===== config.mk =====
export PLATFORM = sky130hd
export DESIGN_NAME = io_setup
export DESIGN_NICKNAME = d
export VERILOG_FILES = /design/src/logic/io_setup_pkg.sv /design/src/logic/io_setup.sv
export SDC_FILE = /design/constraint.sdc
export NUM_CORES = 2
export LEC_CHECK = 0
export BUFFER_PORTS_ARGS = -buffer_cell sky130_fd_sc_hd__buf_2
export CAP_MARGIN = 20
export CORE_MARGIN = 2
export CORE_UTILIZATION = 60
export CTS_BUF_LIST = sky130_fd_sc_hd__clkbuf_4 sky130_fd_sc_hd__clkbuf_8
export DETAILED_ROUTE_END_ITERATION = 8
export PLACE_DENSITY = 0.87
export RECOVER_POWER = 100
export SYNTH_ARGS = -nofsm -noshare
export SYNTH_HDL_FRONTEND = slang
export SYNTH_SLANG_ARGS = --single-unit

===== constraint.sdc =====
create_clock -name CORE_CLK -period 15.15 [get_ports CORE_CLK]
set_clock_uncertainty 0.2 [all_clocks]
set_input_delay 3.03 -clock CORE_CLK [delete_from_list [all_inputs] [get_ports CORE_CLK]]
set_output_delay 3.03 -clock CORE_CLK [all_outputs]
set_load 0.1 [all_outputs]

===== src/logic/io_setup_pkg.sv =====
// Constants, codes and screen list for the I/O option setup block.
// Assumes a single 200 MHz core clock; shared by the design and its bench.
package io_setup_pkg;

    typedef enum logic [1:0] {MENU_SYSTEM, MENU_ANALOG, MENU_RELAY} menu_e;

    typedef enum logic [4:0] {
        ANALOG_OUT_TYPE_SCREEN,
        ANALOG_CH1_SOURCE_SCREEN,
        ANALOG_CH1_LOWER_SCREEN,
        ANALOG_CH1_UPPER_SCREEN,
        ANALOG_CH2_SOURCE_SCREEN,
        ANALOG_CH2_LOWER_SCREEN,
        ANALOG_CH2_UPPER_SCREEN,
        RELAY_CH1_MODE_SCREEN,
        RELAY_CH1_WIDTH_SCREEN,
        RELAY_CH1_QUANTITY_SCREEN,
        RELAY_CH1_COMPARE_SCREEN,
        RELAY_CH1_THRESHOLD_SCREEN,
        RELAY_CH1_DELAY_SCREEN,
        RELAY_CH2_MODE_SCREEN,
        RELAY_CH2_WIDTH_SCREEN,
        RELAY_CH2_QUANTITY_SCREEN,
        RELAY_CH2_COMPARE_SCREEN,
        RELAY_CH2_THRESHOLD_SCREEN,
        RELAY_CH2_DELAY_SCREEN
    } screen_e;

    localparam int NUM_SCREENS = 19;

    // Timing
    localparam int CLK_KHZ = 200000;
    localparam int HOLD_TIME_MS = 3000;
    localparam int HOLD_CYCLES = HOLD_TIME_MS * CLK_KHZ;
    localparam int MS_TIME_MS = 1;
    localparam int MS_CYCLES = MS_TIME_MS * CLK_KHZ;
    localparam int SEC_TIME_MS = 1000;
    localparam int SEC_CYCLES = SEC_TIME_MS * CLK_KHZ;

    // Analog output type codes
    localparam logic [1:0] AO_TYPE_0_5V = 2'h0;
    localparam logic [1:0] AO_TYPE_1_5V = 2'h1;
    localparam logic [1:0] AO_TYPE_0_20MA = 2'h2;
    localparam logic [1:0] AO_TYPE_4_20MA = 2'h3;
    // Analog source codes
    localparam logic [1:0] SRC_VOLT = 2'h0;
    localparam logic [1:0] SRC_CURR = 2'h1;
    localparam logic [1:0] SRC_POWER = 2'h2;
    // Limit sign codes
    localparam logic [1:0] SIGN_PLUS = 2'h0;
    localparam logic [1:0] SIGN_MINUS = 2'h1;
    localparam logic [1:0] SIGN_BOTH = 2'h2;
    // Relay mode, alarm quantity and comparison codes
    localparam logic [1:0] RLY_LATCH = 2'h0;
    localparam logic [1:0] RLY_MOMENT = 2'h1;
    localparam logic [1:0] RLY_ALARM = 2'h2;
    localparam logic [1:0] QTY_NONE = 2'h0;
    localparam logic [1:0] QTY_VOLT = 2'h1;
    localparam logic [1:0] QTY_CURR = 2'h2;
    localparam logic [1:0] QTY_POWER = 2'h3;
    localparam logic CMP_BELOW = 1'h0;
    localparam logic CMP_ABOVE = 1'h1;

    // Value ranges
    localparam logic [16:0] PCT_MAX = 17'h00064;
    localparam logic [16:0] WIDTH_MIN_MS = 17'h0012C;
    localparam logic [16:0] WIDTH_MAX_MS = 17'h01388;
    localparam logic [16:0] DELAY_MAX_S = 17'h000FF;
    localparam logic [16:0] THR_MAX_V = 17'h00BB8;
    localparam logic [16:0] THR_MAX_A = 17'h0C350;
    localparam logic [16:0] THR_MAX_KW = 17'h0EA60;

    // Relay screen offsets from a channel's mode screen
    localparam logic [4:0] RO_OFS_WIDTH = 5'h01;
    localparam logic [4:0] RO_OFS_QTY = 5'h02;
    localparam logic [4:0] RO_OFS_CMP = 5'h03;
    localparam logic [4:0] RO_OFS_THR = 5'h04;
    localparam logic [4:0] RO_OFS_DLY = 5'h05;

    localparam logic [2:0] SIGN_POS = 3'h5;

    // Reset values of settings (decimal digits)
    localparam logic [19:0] RST_VALUE_BCD = 20'h00000;
    localparam logic [19:0] RST_UPPER_BCD = 20'h00100;
    localparam logic [19:0] RST_WIDTH_BCD = 20'h00500;

    // Register offsets
    localparam logic [7:0] REG_RELAY_CMD = 8'h00;
    localparam logic [7:0] REG_STATUS = 8'h04;
    localparam logic [7:0] REG_AO_CFG = 8'h08;
    localparam logic [7:0] REG_RO_CFG = 8'h0C;

    // Field positions
    localparam int CMD_LEVEL_LSB = 0;
    localparam int CMD_PULSE_LSB = 2;
    localparam int STAT_RELAY_LSB = 0;
    localparam int STAT_ALARM_LSB = 2;
    localparam int STAT_MENU_LSB = 4;
    localparam int STAT_SCREEN_LSB = 6;
    localparam int STAT_CURSOR_LSB = 11;
    localparam int AO_TYPE_LSB = 0;
    localparam int AO_SRC_LSB = 2;
    localparam int RO_MODE_LSB = 0;
    localparam int RO_QTY_LSB = 4;
    localparam int RO_CMP_LSB = 8;

endpackage : io_setup_pkg


===== src/logic/io_setup.sv =====
// Menu engine and output behaviour of the analog/relay I/O option.
// Keys are raw active-low pins; SYS_MENU and measurements come from core logic.
//
// Notes on behaviour
// - From system menu, increment held 3 s enters analog, confirm held enters relay
// - Each increment press raises the flashing digit by one
// - Confirm moves cursor; on last digit commits and goes to next screen
// - Both keys together leave either output menu back to system menu
// - Two analog channels, source 0 voltage, 1 current, 2 power
// - Analog type codes 0..3 select 0-5V, 1-5V, 0-20mA, 4-20mA
// - Limit is sign digit plus percentage 0.00 to 1.00
// - Sign digit hidden for voltage source or zero percentage
// - Current or power limits allow three signed span modes
// - Reject zero upper limit or upper not above lower
// - Two relay channels, mode 0 latch, 1 momentary, 2 alarm
// - Momentary pulse width 300 to 5000 ms
// - Width screen only in mode 1, alarm screens only in mode 2
// - Alarm quantity 0 none, 1 voltage, 2 current, 3 power
// - Comparison 0 trips below threshold, 1 trips above
// - Threshold up to 3000 V, 50000 A, 60000 kW
// - Alarm delay 0 to 255 whole seconds
// - Alarm sets and clears only after condition held for the delay; leaving mode 2 clears it at once
//
// The register addresses and the plain strobed port were chosen for this implementation.
`timescale 1ns/100ps
`default_nettype none
module io_setup
    import io_setup_pkg::*;
#(
    parameter int HOLD_CYC = HOLD_CYCLES,
    parameter int MS_CYC = MS_CYCLES,
    parameter int SEC_CYC = SEC_CYCLES
)
(
    input wire logic CORE_CLK,
    input wire logic RSTN,
    input wire logic KEY_INC_N,
    input wire logic KEY_CFM_N,
    input wire logic SYS_MENU,
    input wire logic [16:0] VOLT_MEAS,
    input wire logic [16:0] CURR_MEAS,
    input wire logic [16:0] POWER_MEAS,
    input wire logic [7:0] ADDR,
    input wire logic [31:0] WDATA,
    input wire logic WR,
    input wire logic RD,
    output logic [31:0] RDATA,
    output logic IO_MENU_ACTIVE,
    output logic [1:0] MENU_MODE,
    output logic [4:0] DISP_SCREEN,
    output logic [2:0] DISP_CURSOR,
    output logic [19:0] DISP_DIGITS,
    output logic [1:0] DISP_SIGN,
    output logic DISP_SIGN_SHOWN,
    output logic [1:0] AO_TYPE,
    output logic [1:0][1:0] AO_SRC,
    output logic [1:0][6:0] AO_LO_PCT,
    output logic [1:0][1:0] AO_LO_SIGN,
    output logic [1:0][6:0] AO_HI_PCT,
    output logic [1:0][1:0] AO_HI_SIGN,
    output logic [1:0] RELAY_OUT,
    output logic [1:0] ALARM
);

    typedef struct packed {
        logic inc_m;
        logic inc_s;
        logic inc_p;
        logic cfm_m;
        logic cfm_s;
        logic cfm_p;
        logic combo;
        logic [31:0] hold;
        menu_e menu;
        screen_e scr;
        logic [2:0] cur;
        logic [19:0] ed;
        logic [1:0] esign;
        logic [NUM_SCREENS-1:0][19:0] val;
        logic [NUM_SCREENS-1:0][1:0] sgn;
        logic [1:0] lat;
        logic [1:0] pls;
        logic [1:0][31:0] pcyc;
        logic [1:0][16:0] pms;
        logic [1:0] alm;
        logic [1:0][31:0] acyc;
        logic [1:0][7:0] asec;
        logic [1:0] rly;
        logic [31:0] rdata;
    } state_s;

    state_s q;
    state_s d;

    function automatic logic [16:0] bcd2bin(input logic [19:0] b);
        return 17'(b[19:16]) * 17'd10000 + 17'(b[15:12]) * 17'd1000
            + 17'(b[11:8]) * 17'd100 + 17'(b[7:4]) * 17'd10 + 17'(b[3:0]);
    endfunction : bcd2bin

    function automatic logic [2:0] ndig(input screen_e s);
        case (s)
            ANALOG_CH1_LOWER_SCREEN, ANALOG_CH1_UPPER_SCREEN,
            ANALOG_CH2_LOWER_SCREEN, ANALOG_CH2_UPPER_SCREEN,
            RELAY_CH1_DELAY_SCREEN, RELAY_CH2_DELAY_SCREEN: return 3'h3;
            RELAY_CH1_WIDTH_SCREEN, RELAY_CH2_WIDTH_SCREEN: return 3'h4;
            RELAY_CH1_THRESHOLD_SCREEN, RELAY_CH2_THRESHOLD_SCREEN: return 3'h5;
            default: return 3'h1;
        endcase
    endfunction : ndig

    // Highest value a digit may take before wrapping to zero
    function automatic logic [3:0] dmax(input screen_e s, input logic [2:0] pos);
        case (s)
            ANALOG_OUT_TYPE_SCREEN: return 4'h3;
            ANALOG_CH1_SOURCE_SCREEN, ANALOG_CH2_SOURCE_SCREEN: return 4'h2;
            RELAY_CH1_MODE_SCREEN, RELAY_CH2_MODE_SCREEN: return 4'h2;
            RELAY_CH1_QUANTITY_SCREEN, RELAY_CH2_QUANTITY_SCREEN: return 4'h3;
            RELAY_CH1_COMPARE_SCREEN, RELAY_CH2_COMPARE_SCREEN: return 4'h1;
            ANALOG_CH1_LOWER_SCREEN, ANALOG_CH1_UPPER_SCREEN,
            ANALOG_CH2_LOWER_SCREEN, ANALOG_CH2_UPPER_SCREEN:
                return (pos == 3'h2) ? 4'h1 : 4'h9;
            default: return 4'h9;
        endcase
    endfunction : dmax

    // Next screen, wrapping within the group and skipping unused relay screens
    function automatic screen_e nxt(input screen_e s, input logic [1:0] m1,
                                    input logic [1:0] m2);
        case (s)
            ANALOG_CH2_UPPER_SCREEN: return ANALOG_OUT_TYPE_SCREEN;
            RELAY_CH1_MODE_SCREEN:
                return (m1 == RLY_MOMENT) ? RELAY_CH1_WIDTH_SCREEN :
                    (m1 == RLY_ALARM) ? RELAY_CH1_QUANTITY_SCREEN :
                    RELAY_CH2_MODE_SCREEN;
            RELAY_CH1_WIDTH_SCREEN, RELAY_CH1_DELAY_SCREEN: return RELAY_CH2_MODE_SCREEN;
            RELAY_CH2_MODE_SCREEN:
                return (m2 == RLY_MOMENT) ? RELAY_CH2_WIDTH_SCREEN :
                    (m2 == RLY_ALARM) ? RELAY_CH2_QUANTITY_SCREEN :
                    RELAY_CH1_MODE_SCREEN;
            RELAY_CH2_WIDTH_SCREEN, RELAY_CH2_DELAY_SCREEN: return RELAY_CH1_MODE_SCREEN;
            default: return screen_e'(5'(s) + 5'h01);
        endcase
    endfunction : nxt

    always_comb
    begin
        logic ki;
        logic kc;
        logic inc_ev;
        logic cfm_ev;
        logic both_ev;
        logic load;
        logic lim;
        logic is_hi;
        logic vis;
        logic ok;
        logic [1:0] src;
        logic [3:0] dig;
        logic [16:0] v;
        logic [16:0] tmax;
        logic [4:0] rb;
        logic [1:0] rmode;
        logic [1:0] qty;
        logic [16:0] width;
        logic [16:0] thr;
        logic [16:0] dly;
        logic [16:0] meas;
        logic cond;
        ki = 1'b0;
        kc = 1'b0;
        inc_ev = 1'b0;
        cfm_ev = 1'b0;
        both_ev = 1'b0;
        load = 1'b0;
        lim = 1'b0;
        is_hi = 1'b0;
        vis = 1'b0;
        ok = 1'b1;
        src = SRC_VOLT;
        dig = 4'h0;
        v = 17'h00000;
        tmax = 17'h00000;
        rb = 5'h00;
        rmode = RLY_LATCH;
        qty = QTY_NONE;
        width = 17'h00000;
        thr = 17'h00000;
        dly = 17'h00000;
        meas = 17'h00000;
        cond = 1'b0;
        d = q;

        // Key synchronisers and press detection; a press acts on release
        d.inc_m = ~KEY_INC_N;
        d.inc_s = q.inc_m;
        d.inc_p = q.inc_s;
        d.cfm_m = ~KEY_CFM_N;
        d.cfm_s = q.cfm_m;
        d.cfm_p = q.cfm_s;
        ki = q.inc_s;
        kc = q.cfm_s;
        inc_ev = q.inc_p & ~q.cfm_p & ~ki & ~kc & ~q.combo;
        cfm_ev = q.cfm_p & ~q.inc_p & ~ki & ~kc & ~q.combo;
        both_ev = ki & kc & ~(q.inc_p & q.cfm_p);
        if (ki && kc)
        begin
            d.combo = 1'b1;
        end
        else if (!ki && !kc)
        begin
            d.combo = 1'b0;
        end

        // Long hold in the system menu enters an output menu
        if (q.menu == MENU_SYSTEM && SYS_MENU && (ki ^ kc) && !q.combo)
        begin
            if (q.hold == 32'(HOLD_CYC - 1))
            begin
                d.hold = 32'h00000000;
                d.combo = 1'b1;
                d.menu = ki ? MENU_ANALOG : MENU_RELAY;
                d.scr = ki ? ANALOG_OUT_TYPE_SCREEN : RELAY_CH1_MODE_SCREEN;
                load = 1'b1;
            end
            else
            begin
                d.hold = q.hold + 32'h00000001;
            end
        end
        else
        begin
            d.hold = 32'h00000000;
        end

        // Sign digit visibility of the screen being edited
        lim = (q.scr == ANALOG_CH1_LOWER_SCREEN) || (q.scr == ANALOG_CH1_UPPER_SCREEN)
            || (q.scr == ANALOG_CH2_LOWER_SCREEN) || (q.scr == ANALOG_CH2_UPPER_SCREEN);
        is_hi = (q.scr == ANALOG_CH1_UPPER_SCREEN) || (q.scr == ANALOG_CH2_UPPER_SCREEN);
        src = (5'(q.scr) < 5'(ANALOG_CH2_SOURCE_SCREEN)) ?
            q.val[ANALOG_CH1_SOURCE_SCREEN][1:0] : q.val[ANALOG_CH2_SOURCE_SCREEN][1:0];
        vis = lim && (src != SRC_VOLT) && (q.ed != 20'h00000);

        if (q.menu != MENU_SYSTEM)
        begin
            if (both_ev)
            begin
                d.menu = MENU_SYSTEM;
            end
            else if (inc_ev)
            begin
                if (q.cur == SIGN_POS)
                begin
                    d.esign = (q.esign == SIGN_BOTH) ? SIGN_PLUS : q.esign + 2'h1;
                end
                else
                begin
                    dig = q.ed[q.cur*4 +: 4];
                    d.ed[q.cur*4 +: 4] = (dig >= dmax(q.scr, q.cur)) ? 4'h0 : dig + 4'h1;
                end
            end
            else if (cfm_ev)
            begin
                if (q.cur == SIGN_POS || (q.cur == 3'h0 && !vis))
                begin
                    v = bcd2bin(q.ed);
                    tmax = (q.val[5'(q.scr) - RO_OFS_THR + RO_OFS_QTY][1:0] == QTY_VOLT) ?
                        THR_MAX_V : (q.val[5'(q.scr) - RO_OFS_THR + RO_OFS_QTY][1:0]
                        == QTY_CURR) ? THR_MAX_A : THR_MAX_KW;
                    case (q.scr)
                        RELAY_CH1_WIDTH_SCREEN, RELAY_CH2_WIDTH_SCREEN:
                            ok = (v >= WIDTH_MIN_MS) && (v <= WIDTH_MAX_MS);
                        RELAY_CH1_THRESHOLD_SCREEN, RELAY_CH2_THRESHOLD_SCREEN:
                            ok = (v <= tmax);
                        RELAY_CH1_DELAY_SCREEN, RELAY_CH2_DELAY_SCREEN:
                            ok = (v <= DELAY_MAX_S);
                        default:
                            ok = !lim || (v <= PCT_MAX);
                    endcase
                    if (is_hi && (v == 17'h00000 || v <= bcd2bin(q.val[5'(q.scr) - 5'h01])))
                    begin
                        ok = 1'b0;
                    end
                    if (ok)
                    begin
                        d.val[q.scr] = q.ed;
                        d.sgn[q.scr] = vis ? q.esign : SIGN_PLUS;
                        d.scr = nxt(q.scr, d.val[RELAY_CH1_MODE_SCREEN][1:0],
                                    d.val[RELAY_CH2_MODE_SCREEN][1:0]);
                    end
                    load = 1'b1;
                end
                else if (q.cur == 3'h0)
                begin
                    d.cur = SIGN_POS;
                end
                else
                begin
                    d.cur = q.cur - 3'h1;
                end
            end
        end

        // Open a screen with its stored value, cursor on the leading digit
        if (load)
        begin
            d.ed = d.val[d.scr];
            d.esign = d.sgn[d.scr];
            d.cur = ndig(d.scr) - 3'h1;
        end

        if (WR && ADDR == REG_RELAY_CMD)
        begin
            d.lat = WDATA[CMD_LEVEL_LSB +: 2];
        end

        for (int ch = 0; ch < 2; ch++)
        begin
            rb = (ch == 0) ? 5'(RELAY_CH1_MODE_SCREEN) : 5'(RELAY_CH2_MODE_SCREEN);
            rmode = q.val[rb][1:0];
            width = bcd2bin(q.val[rb + RO_OFS_WIDTH]);
            qty = q.val[rb + RO_OFS_QTY][1:0];
            thr = bcd2bin(q.val[rb + RO_OFS_THR]);
            dly = bcd2bin(q.val[rb + RO_OFS_DLY]);
            meas = (qty == QTY_VOLT) ? VOLT_MEAS : (qty == QTY_CURR) ? CURR_MEAS : POWER_MEAS;
            cond = (qty != QTY_NONE) &&
                ((q.val[rb + RO_OFS_CMP][0] == CMP_ABOVE) ? (meas > thr) : (meas < thr));

            // In mode 2 the alarm follows the condition only after it differs for the whole delay; other modes clear it at once
            if (rmode != RLY_ALARM || cond == q.alm[ch])
            begin
                d.alm[ch] = (rmode == RLY_ALARM) ? q.alm[ch] : 1'b0;
                d.acyc[ch] = 32'h00000000;
                d.asec[ch] = 8'h00;
            end
            else if (17'(q.asec[ch]) >= dly)
            begin
                d.alm[ch] = cond;
                d.acyc[ch] = 32'h00000000;
                d.asec[ch] = 8'h00;
            end
            else if (q.acyc[ch] == 32'(SEC_CYC - 1))
            begin
                d.acyc[ch] = 32'h00000000;
                d.asec[ch] = q.asec[ch] + 8'h01;
            end
            else
            begin
                d.acyc[ch] = q.acyc[ch] + 32'h00000001;
            end

            // Momentary pulse, retriggered by a fresh command
            if (WR && ADDR == REG_RELAY_CMD && WDATA[CMD_PULSE_LSB + ch])
            begin
                d.pls[ch] = 1'b1;
                d.pcyc[ch] = 32'h00000000;
                d.pms[ch] = 17'h00000;
            end
            else if (q.pls[ch])
            begin
                if (q.pms[ch] >= width)
                begin
                    d.pls[ch] = 1'b0;
                end
                else if (q.pcyc[ch] == 32'(MS_CYC - 1))
                begin
                    d.pcyc[ch] = 32'h00000000;
                    d.pms[ch] = q.pms[ch] + 17'h00001;
                end
                else
                begin
                    d.pcyc[ch] = q.pcyc[ch] + 32'h00000001;
                end
            end

            case (rmode)
                RLY_LATCH: d.rly[ch] = q.lat[ch];
                RLY_MOMENT: d.rly[ch] = q.pls[ch];
                RLY_ALARM: d.rly[ch] = q.alm[ch];
                default: d.rly[ch] = 1'b0;
            endcase
        end

        d.rdata = 32'h00000000;
        if (RD)
        begin
            case (ADDR)
                REG_RELAY_CMD: d.rdata[CMD_LEVEL_LSB +: 2] = q.lat;
                REG_STATUS:
                begin
                    d.rdata[STAT_RELAY_LSB +: 2] = q.rly;
                    d.rdata[STAT_ALARM_LSB +: 2] = q.alm;
                    d.rdata[STAT_MENU_LSB +: 2] = q.menu;
                    d.rdata[STAT_SCREEN_LSB +: 5] = q.scr;
                    d.rdata[STAT_CURSOR_LSB +: 3] = q.cur;
                end
                REG_AO_CFG:
                begin
                    d.rdata[AO_TYPE_LSB +: 2] = q.val[ANALOG_OUT_TYPE_SCREEN][1:0];
                    d.rdata[AO_SRC_LSB +: 2] = q.val[ANALOG_CH1_SOURCE_SCREEN][1:0];
                    d.rdata[AO_SRC_LSB + 2 +: 2] = q.val[ANALOG_CH2_SOURCE_SCREEN][1:0];
                end
                REG_RO_CFG:
                begin
                    d.rdata[RO_MODE_LSB +: 2] = q.val[RELAY_CH1_MODE_SCREEN][1:0];
                    d.rdata[RO_MODE_LSB + 2 +: 2] = q.val[RELAY_CH2_MODE_SCREEN][1:0];
                    d.rdata[RO_QTY_LSB +: 2] = q.val[RELAY_CH1_QUANTITY_SCREEN][1:0];
                    d.rdata[RO_QTY_LSB + 2 +: 2] = q.val[RELAY_CH2_QUANTITY_SCREEN][1:0];
                    d.rdata[RO_CMP_LSB] = q.val[RELAY_CH1_COMPARE_SCREEN][0];
                    d.rdata[RO_CMP_LSB + 1] = q.val[RELAY_CH2_COMPARE_SCREEN][0];
                end
                default: d.rdata = 32'h00000000;
            endcase
        end
    end

    always_ff @(posedge CORE_CLK)
    begin
        if (!RSTN)
        begin
            q <= '0;
            q.menu <= MENU_SYSTEM;
            q.scr <= ANALOG_OUT_TYPE_SCREEN;
            for (int i = 0; i < NUM_SCREENS; i++)
            begin
                q.val[i] <= RST_VALUE_BCD;
                q.sgn[i] <= SIGN_PLUS;
            end
            q.val[ANALOG_CH1_UPPER_SCREEN] <= RST_UPPER_BCD;
            q.val[ANALOG_CH2_UPPER_SCREEN] <= RST_UPPER_BCD;
            q.val[RELAY_CH1_WIDTH_SCREEN] <= RST_WIDTH_BCD;
            q.val[RELAY_CH2_WIDTH_SCREEN] <= RST_WIDTH_BCD;
        end
        else
        begin
            q <= d;
        end
    end

    assign RDATA = q.rdata;
    assign IO_MENU_ACTIVE = (q.menu != MENU_SYSTEM);
    assign MENU_MODE = q.menu;
    assign DISP_SCREEN = q.scr;
    assign DISP_CURSOR = q.cur;
    assign DISP_DIGITS = q.ed;
    assign DISP_SIGN = q.esign;
    assign DISP_SIGN_SHOWN = (q.menu != MENU_SYSTEM) &&
        ((q.scr == ANALOG_CH1_LOWER_SCREEN) || (q.scr == ANALOG_CH1_UPPER_SCREEN)
        || (q.scr == ANALOG_CH2_LOWER_SCREEN) || (q.scr == ANALOG_CH2_UPPER_SCREEN))
        && (((5'(q.scr) < 5'(ANALOG_CH2_SOURCE_SCREEN)) ?
        q.val[ANALOG_CH1_SOURCE_SCREEN][1:0] : q.val[ANALOG_CH2_SOURCE_SCREEN][1:0])
        != SRC_VOLT) && (q.ed != 20'h00000);
    assign AO_TYPE = q.val[ANALOG_OUT_TYPE_SCREEN][1:0];
    assign AO_SRC[0] = q.val[ANALOG_CH1_SOURCE_SCREEN][1:0];
    assign AO_SRC[1] = q.val[ANALOG_CH2_SOURCE_SCREEN][1:0];
    assign AO_LO_PCT[0] = 7'(bcd2bin(q.val[ANALOG_CH1_LOWER_SCREEN]));
    assign AO_LO_PCT[1] = 7'(bcd2bin(q.val[ANALOG_CH2_LOWER_SCREEN]));
    assign AO_HI_PCT[0] = 7'(bcd2bin(q.val[ANALOG_CH1_UPPER_SCREEN]));
    assign AO_HI_PCT[1] = 7'(bcd2bin(q.val[ANALOG_CH2_UPPER_SCREEN]));
    assign AO_LO_SIGN[0] = q.sgn[ANALOG_CH1_LOWER_SCREEN];
    assign AO_LO_SIGN[1] = q.sgn[ANALOG_CH2_LOWER_SCREEN];
    assign AO_HI_SIGN[0] = q.sgn[ANALOG_CH1_UPPER_SCREEN];
    assign AO_HI_SIGN[1] = q.sgn[ANALOG_CH2_UPPER_SCREEN];
    assign RELAY_OUT = q.rly;
    assign ALARM = q.alm;

endmodule : io_setup
`default_nettype wire


==> impl_metrics.tcl <==
set metrics [dict create \
    status "complete, but fails checks" \
    violations "max-capacitance violations, max-slew violations" \
    clock_path_buffers 3 \
    rows 114 \
    layout_common_cells "nor2_1 (787), ha_1 (714), dfxtp_1 (686)" \
    drtIter0Drc 6509 \
    antenna_found_initial 15 \
    slew-limit-headroom -1.835 \
    cts_resized 0 \
    hold_viol 0 \
    slew_violations 381 \
    final_nets 7803 \
    crit_top_cell "inv_1" \
    path_max_fanout 36 \
    fin_tns_setup_ns 0 \
    synth.cell_area_sq_mm 0.05858 \
    clock-sinks 689 \
    h-tree-depth 3 \
    start_util 0.6057 \
    grt_max_degree 120 \
    grt_first_pass_wirelength_um 301200 \
    dieArea_sq_mm 0.1001 \
    dpl.hpwl_um 150500 \
    maxCapViolCount 9 \
    setup_ws_ns 1.029 \
    slowest_stage "clkbuf_1" \
    pin_count 210 \
    finalCritPeriodShare 0.9321 \
    firstDrtPassIters 8 \
    clk_latency_ns 0.82 \
    cts_buffers 113 \
    max_stage_delay_ns 1.82 \
    synth_ff_type "dfxtp_1" \
    cts_tree "built" \
    holdWs_ns 0.2398 \
    drive_gt1_frac 0.09026 \
    critical_path_class "register to register" \
    crit_path_end_kind "register" \
    cts_setup_buffers 0 \
    die_y_um 316.5 \
    layout_commonest_cell "nor2_1" \
    dp_slack_ns 2.594 \
    grt_overflow 0 \
    syn_avg_cell_area_sq_um 8.799 \
    holdPathStages 1 \
    vdd_ir_drop_max_mv 0.07019 \
    cp-start-kind "register" \
    synth-seq-cells 689 \
    postRouteAntennaNets 0 \
    io_buffers 163 \
    cts_hold_buffers 0 \
    wl_um 200800 \
    regArea_sq_mm 0.01380 \
    utilization 0.6526 \
    grt_use_total 0.3929 \
    p_per_area_mw_per_mm2 58.93 \
    grt_pass1_vias 52000 \
    synth_cell_types 94 \
    reg2regPathDepth 41 \
    clk_pin_slew_ns 0.06 \
    multi_input_area_sq_mm 0.04069 \
    rsz0062_at_grt "no" \
    async_flop_share 0 \
    fillers 7637 \
    arrival_ns 14.53 \
    yosysWarnings 0 \
    vias 52670 \
    required_ns 15.55 \
    worst_pin_slew_ns 4.229 \
    seq_area_frac_synth 0.2355 \
    ff2ff_setup_slack_ns 1.03 \
    fin_crit_ns 14.12 \
    setup_viol 0 \
    cts_root_buffer "clkbuf_8" \
    routabilityCongestion 1.075 \
    die_w_um 316.5 \
    hp-class "register to register" \
    syn_inst 6657 \
    area_growth_pct 7.743 \
    p_leak_uw 0.02895 \
    synth_edf_count 0 \
    coreArea_sq_mm 0.09671 \
    fmax_mhz 70.82 \
    via_per_inst 6.496 \
    post_drt_wl_per_cell_um 24.77 \
    route.detailed.drc 0 \
]
where the power goes:
| group | switching (uW) | total, uW | internal (uW) |
|---|---|---|---|
| sequential | 0.517 | 1810 | 1810 |
| clock | 831 | 1810 | 982 |
| combinational | 71.3 | 93.5 | 22.1 |
| total | 903 | 3720 | 2820 |
path summary, 6_finish.rpt:
kind	end	startpoint
worst min register to register	d[701]	d[702]
worst min-delay path	d[701]	d[702]
worst max register to register	DISP_DIGITS[3]	DISP_SCREEN[0]
worst max-delay path	DISP_DIGITS[3]	DISP_SCREEN[0]
stage by stage:
stage | power [uW] | cells | cell area (sq um)
final | 3719 | 8108 | 63110
after global placement | 1942 | 7897 | 61040
after CTS | 3706 | 8099 | 63480
after floorplan | 1920 | 6674 | 58640
after global routing | 3784 | 8104 | 63100
after detailed placement | 1944 | 7897 | 61040
critical path: cells and delay by family (launching register included):
kind	cells	cell delay, ns
buffers and inverters	8	3.02
muxes	3	1.47
xor gates and xnor gates	2	0.25
AOI/OAI and AO/OA	12	3.26
and+or+nand+nor	9	2.02
DFF	1	0.71
adders and majority gates	7	2.90
cell families after synthesis:
kind of cell / after synthesis / synth area share
adders and majority gates: 967 / 0.2388
buffers and inverters: 1006 / 0.07292
xor gates and xnor gates: 450 / 0.06728
AOI/OAI and AO/OA: 1111 / 0.1200
and+or+nand+nor: 1899 / 0.1520
DFF: 689 / 0.2355
other: 1 / 0.00006402
muxes: 534 / 0.1134
flip-flops by register name, summed over array words and instances (netlist names), 4 cells and up:
name / flops
AO_HI_SIGN: 4
AO_LO_SIGN: 4
AO_SRC: 4
DISP_DIGITS: 20
DISP_SCREEN: 5
RDATA: 14
d: 4
q: 621
Yosys cell counts (all sizes together), types with 12 or more instances:
| cell | n | area share |
|---|---|---|
| nor4b | 13 | 0.0019 |
| nor3 | 185 | 0.016 |
| a211oi | 51 | 0.0066 |
| o21ai | 153 | 0.013 |
| nand3 | 134 | 0.011 |
| inv | 570 | 0.037 |
| buf | 206 | 0.022 |
| o22ai | 117 | 0.012 |
| o21bai | 66 | 0.0085 |
| o211ai | 17 | 0.0022 |
| a21o | 76 | 0.0097 |
| dfxtp | 689 | 0.24 |
| fa | 252 | 0.086 |
| nor2b | 79 | 0.0084 |
| nor4 | 61 | 0.0073 |
| nand4 | 73 | 0.0078 |
| mux2i | 410 | 0.071 |
| xnor2 | 285 | 0.043 |
| o311ai | 12 | 0.0018 |
| o221ai | 17 | 0.0025 |
| a21oi | 389 | 0.033 |
| mux2 | 26 | 0.0051 |
| xor2 | 165 | 0.025 |
| clkbuf | 226 | 0.014 |
| nand2b | 23 | 0.0025 |
| nand2 | 314 | 0.020 |
| and4 | 14 | 0.0021 |
| and2 | 32 | 0.0034 |
| o21a | 32 | 0.0041 |
| or2 | 25 | 0.0027 |
| or3 | 48 | 0.0051 |
| or4 | 12 | 0.0015 |
| mux4 | 98 | 0.038 |
| and3 | 77 | 0.0082 |
| a31oi | 47 | 0.0051 |
| nor2 | 787 | 0.050 |
| o31ai | 12 | 0.0016 |
| a221oi | 30 | 0.0045 |
| ha | 715 | 0.15 |
layout make-up:
cell class	instances	share of cell area
antenna	7	0.0002776
clock buffer	177	0.03454
clock inverter	25	0.004243
inverter	574	0.03416
multi-input combinational	4979	0.6448
sequential	689	0.2187
tap	1276	0.02530
timing repair buffer	381	0.03806
per-layer routing:
layer	vias up	wire length, um	global-route usage
met5	-	67	0
met4	10	16660	0.2754
met3	974	26490	0.1332
met2	3474	84980	0.5896
met1	25010	72640	0.4735
li1	23200	-	-
No activity file was read; power rests on OpenSTA's default activity.
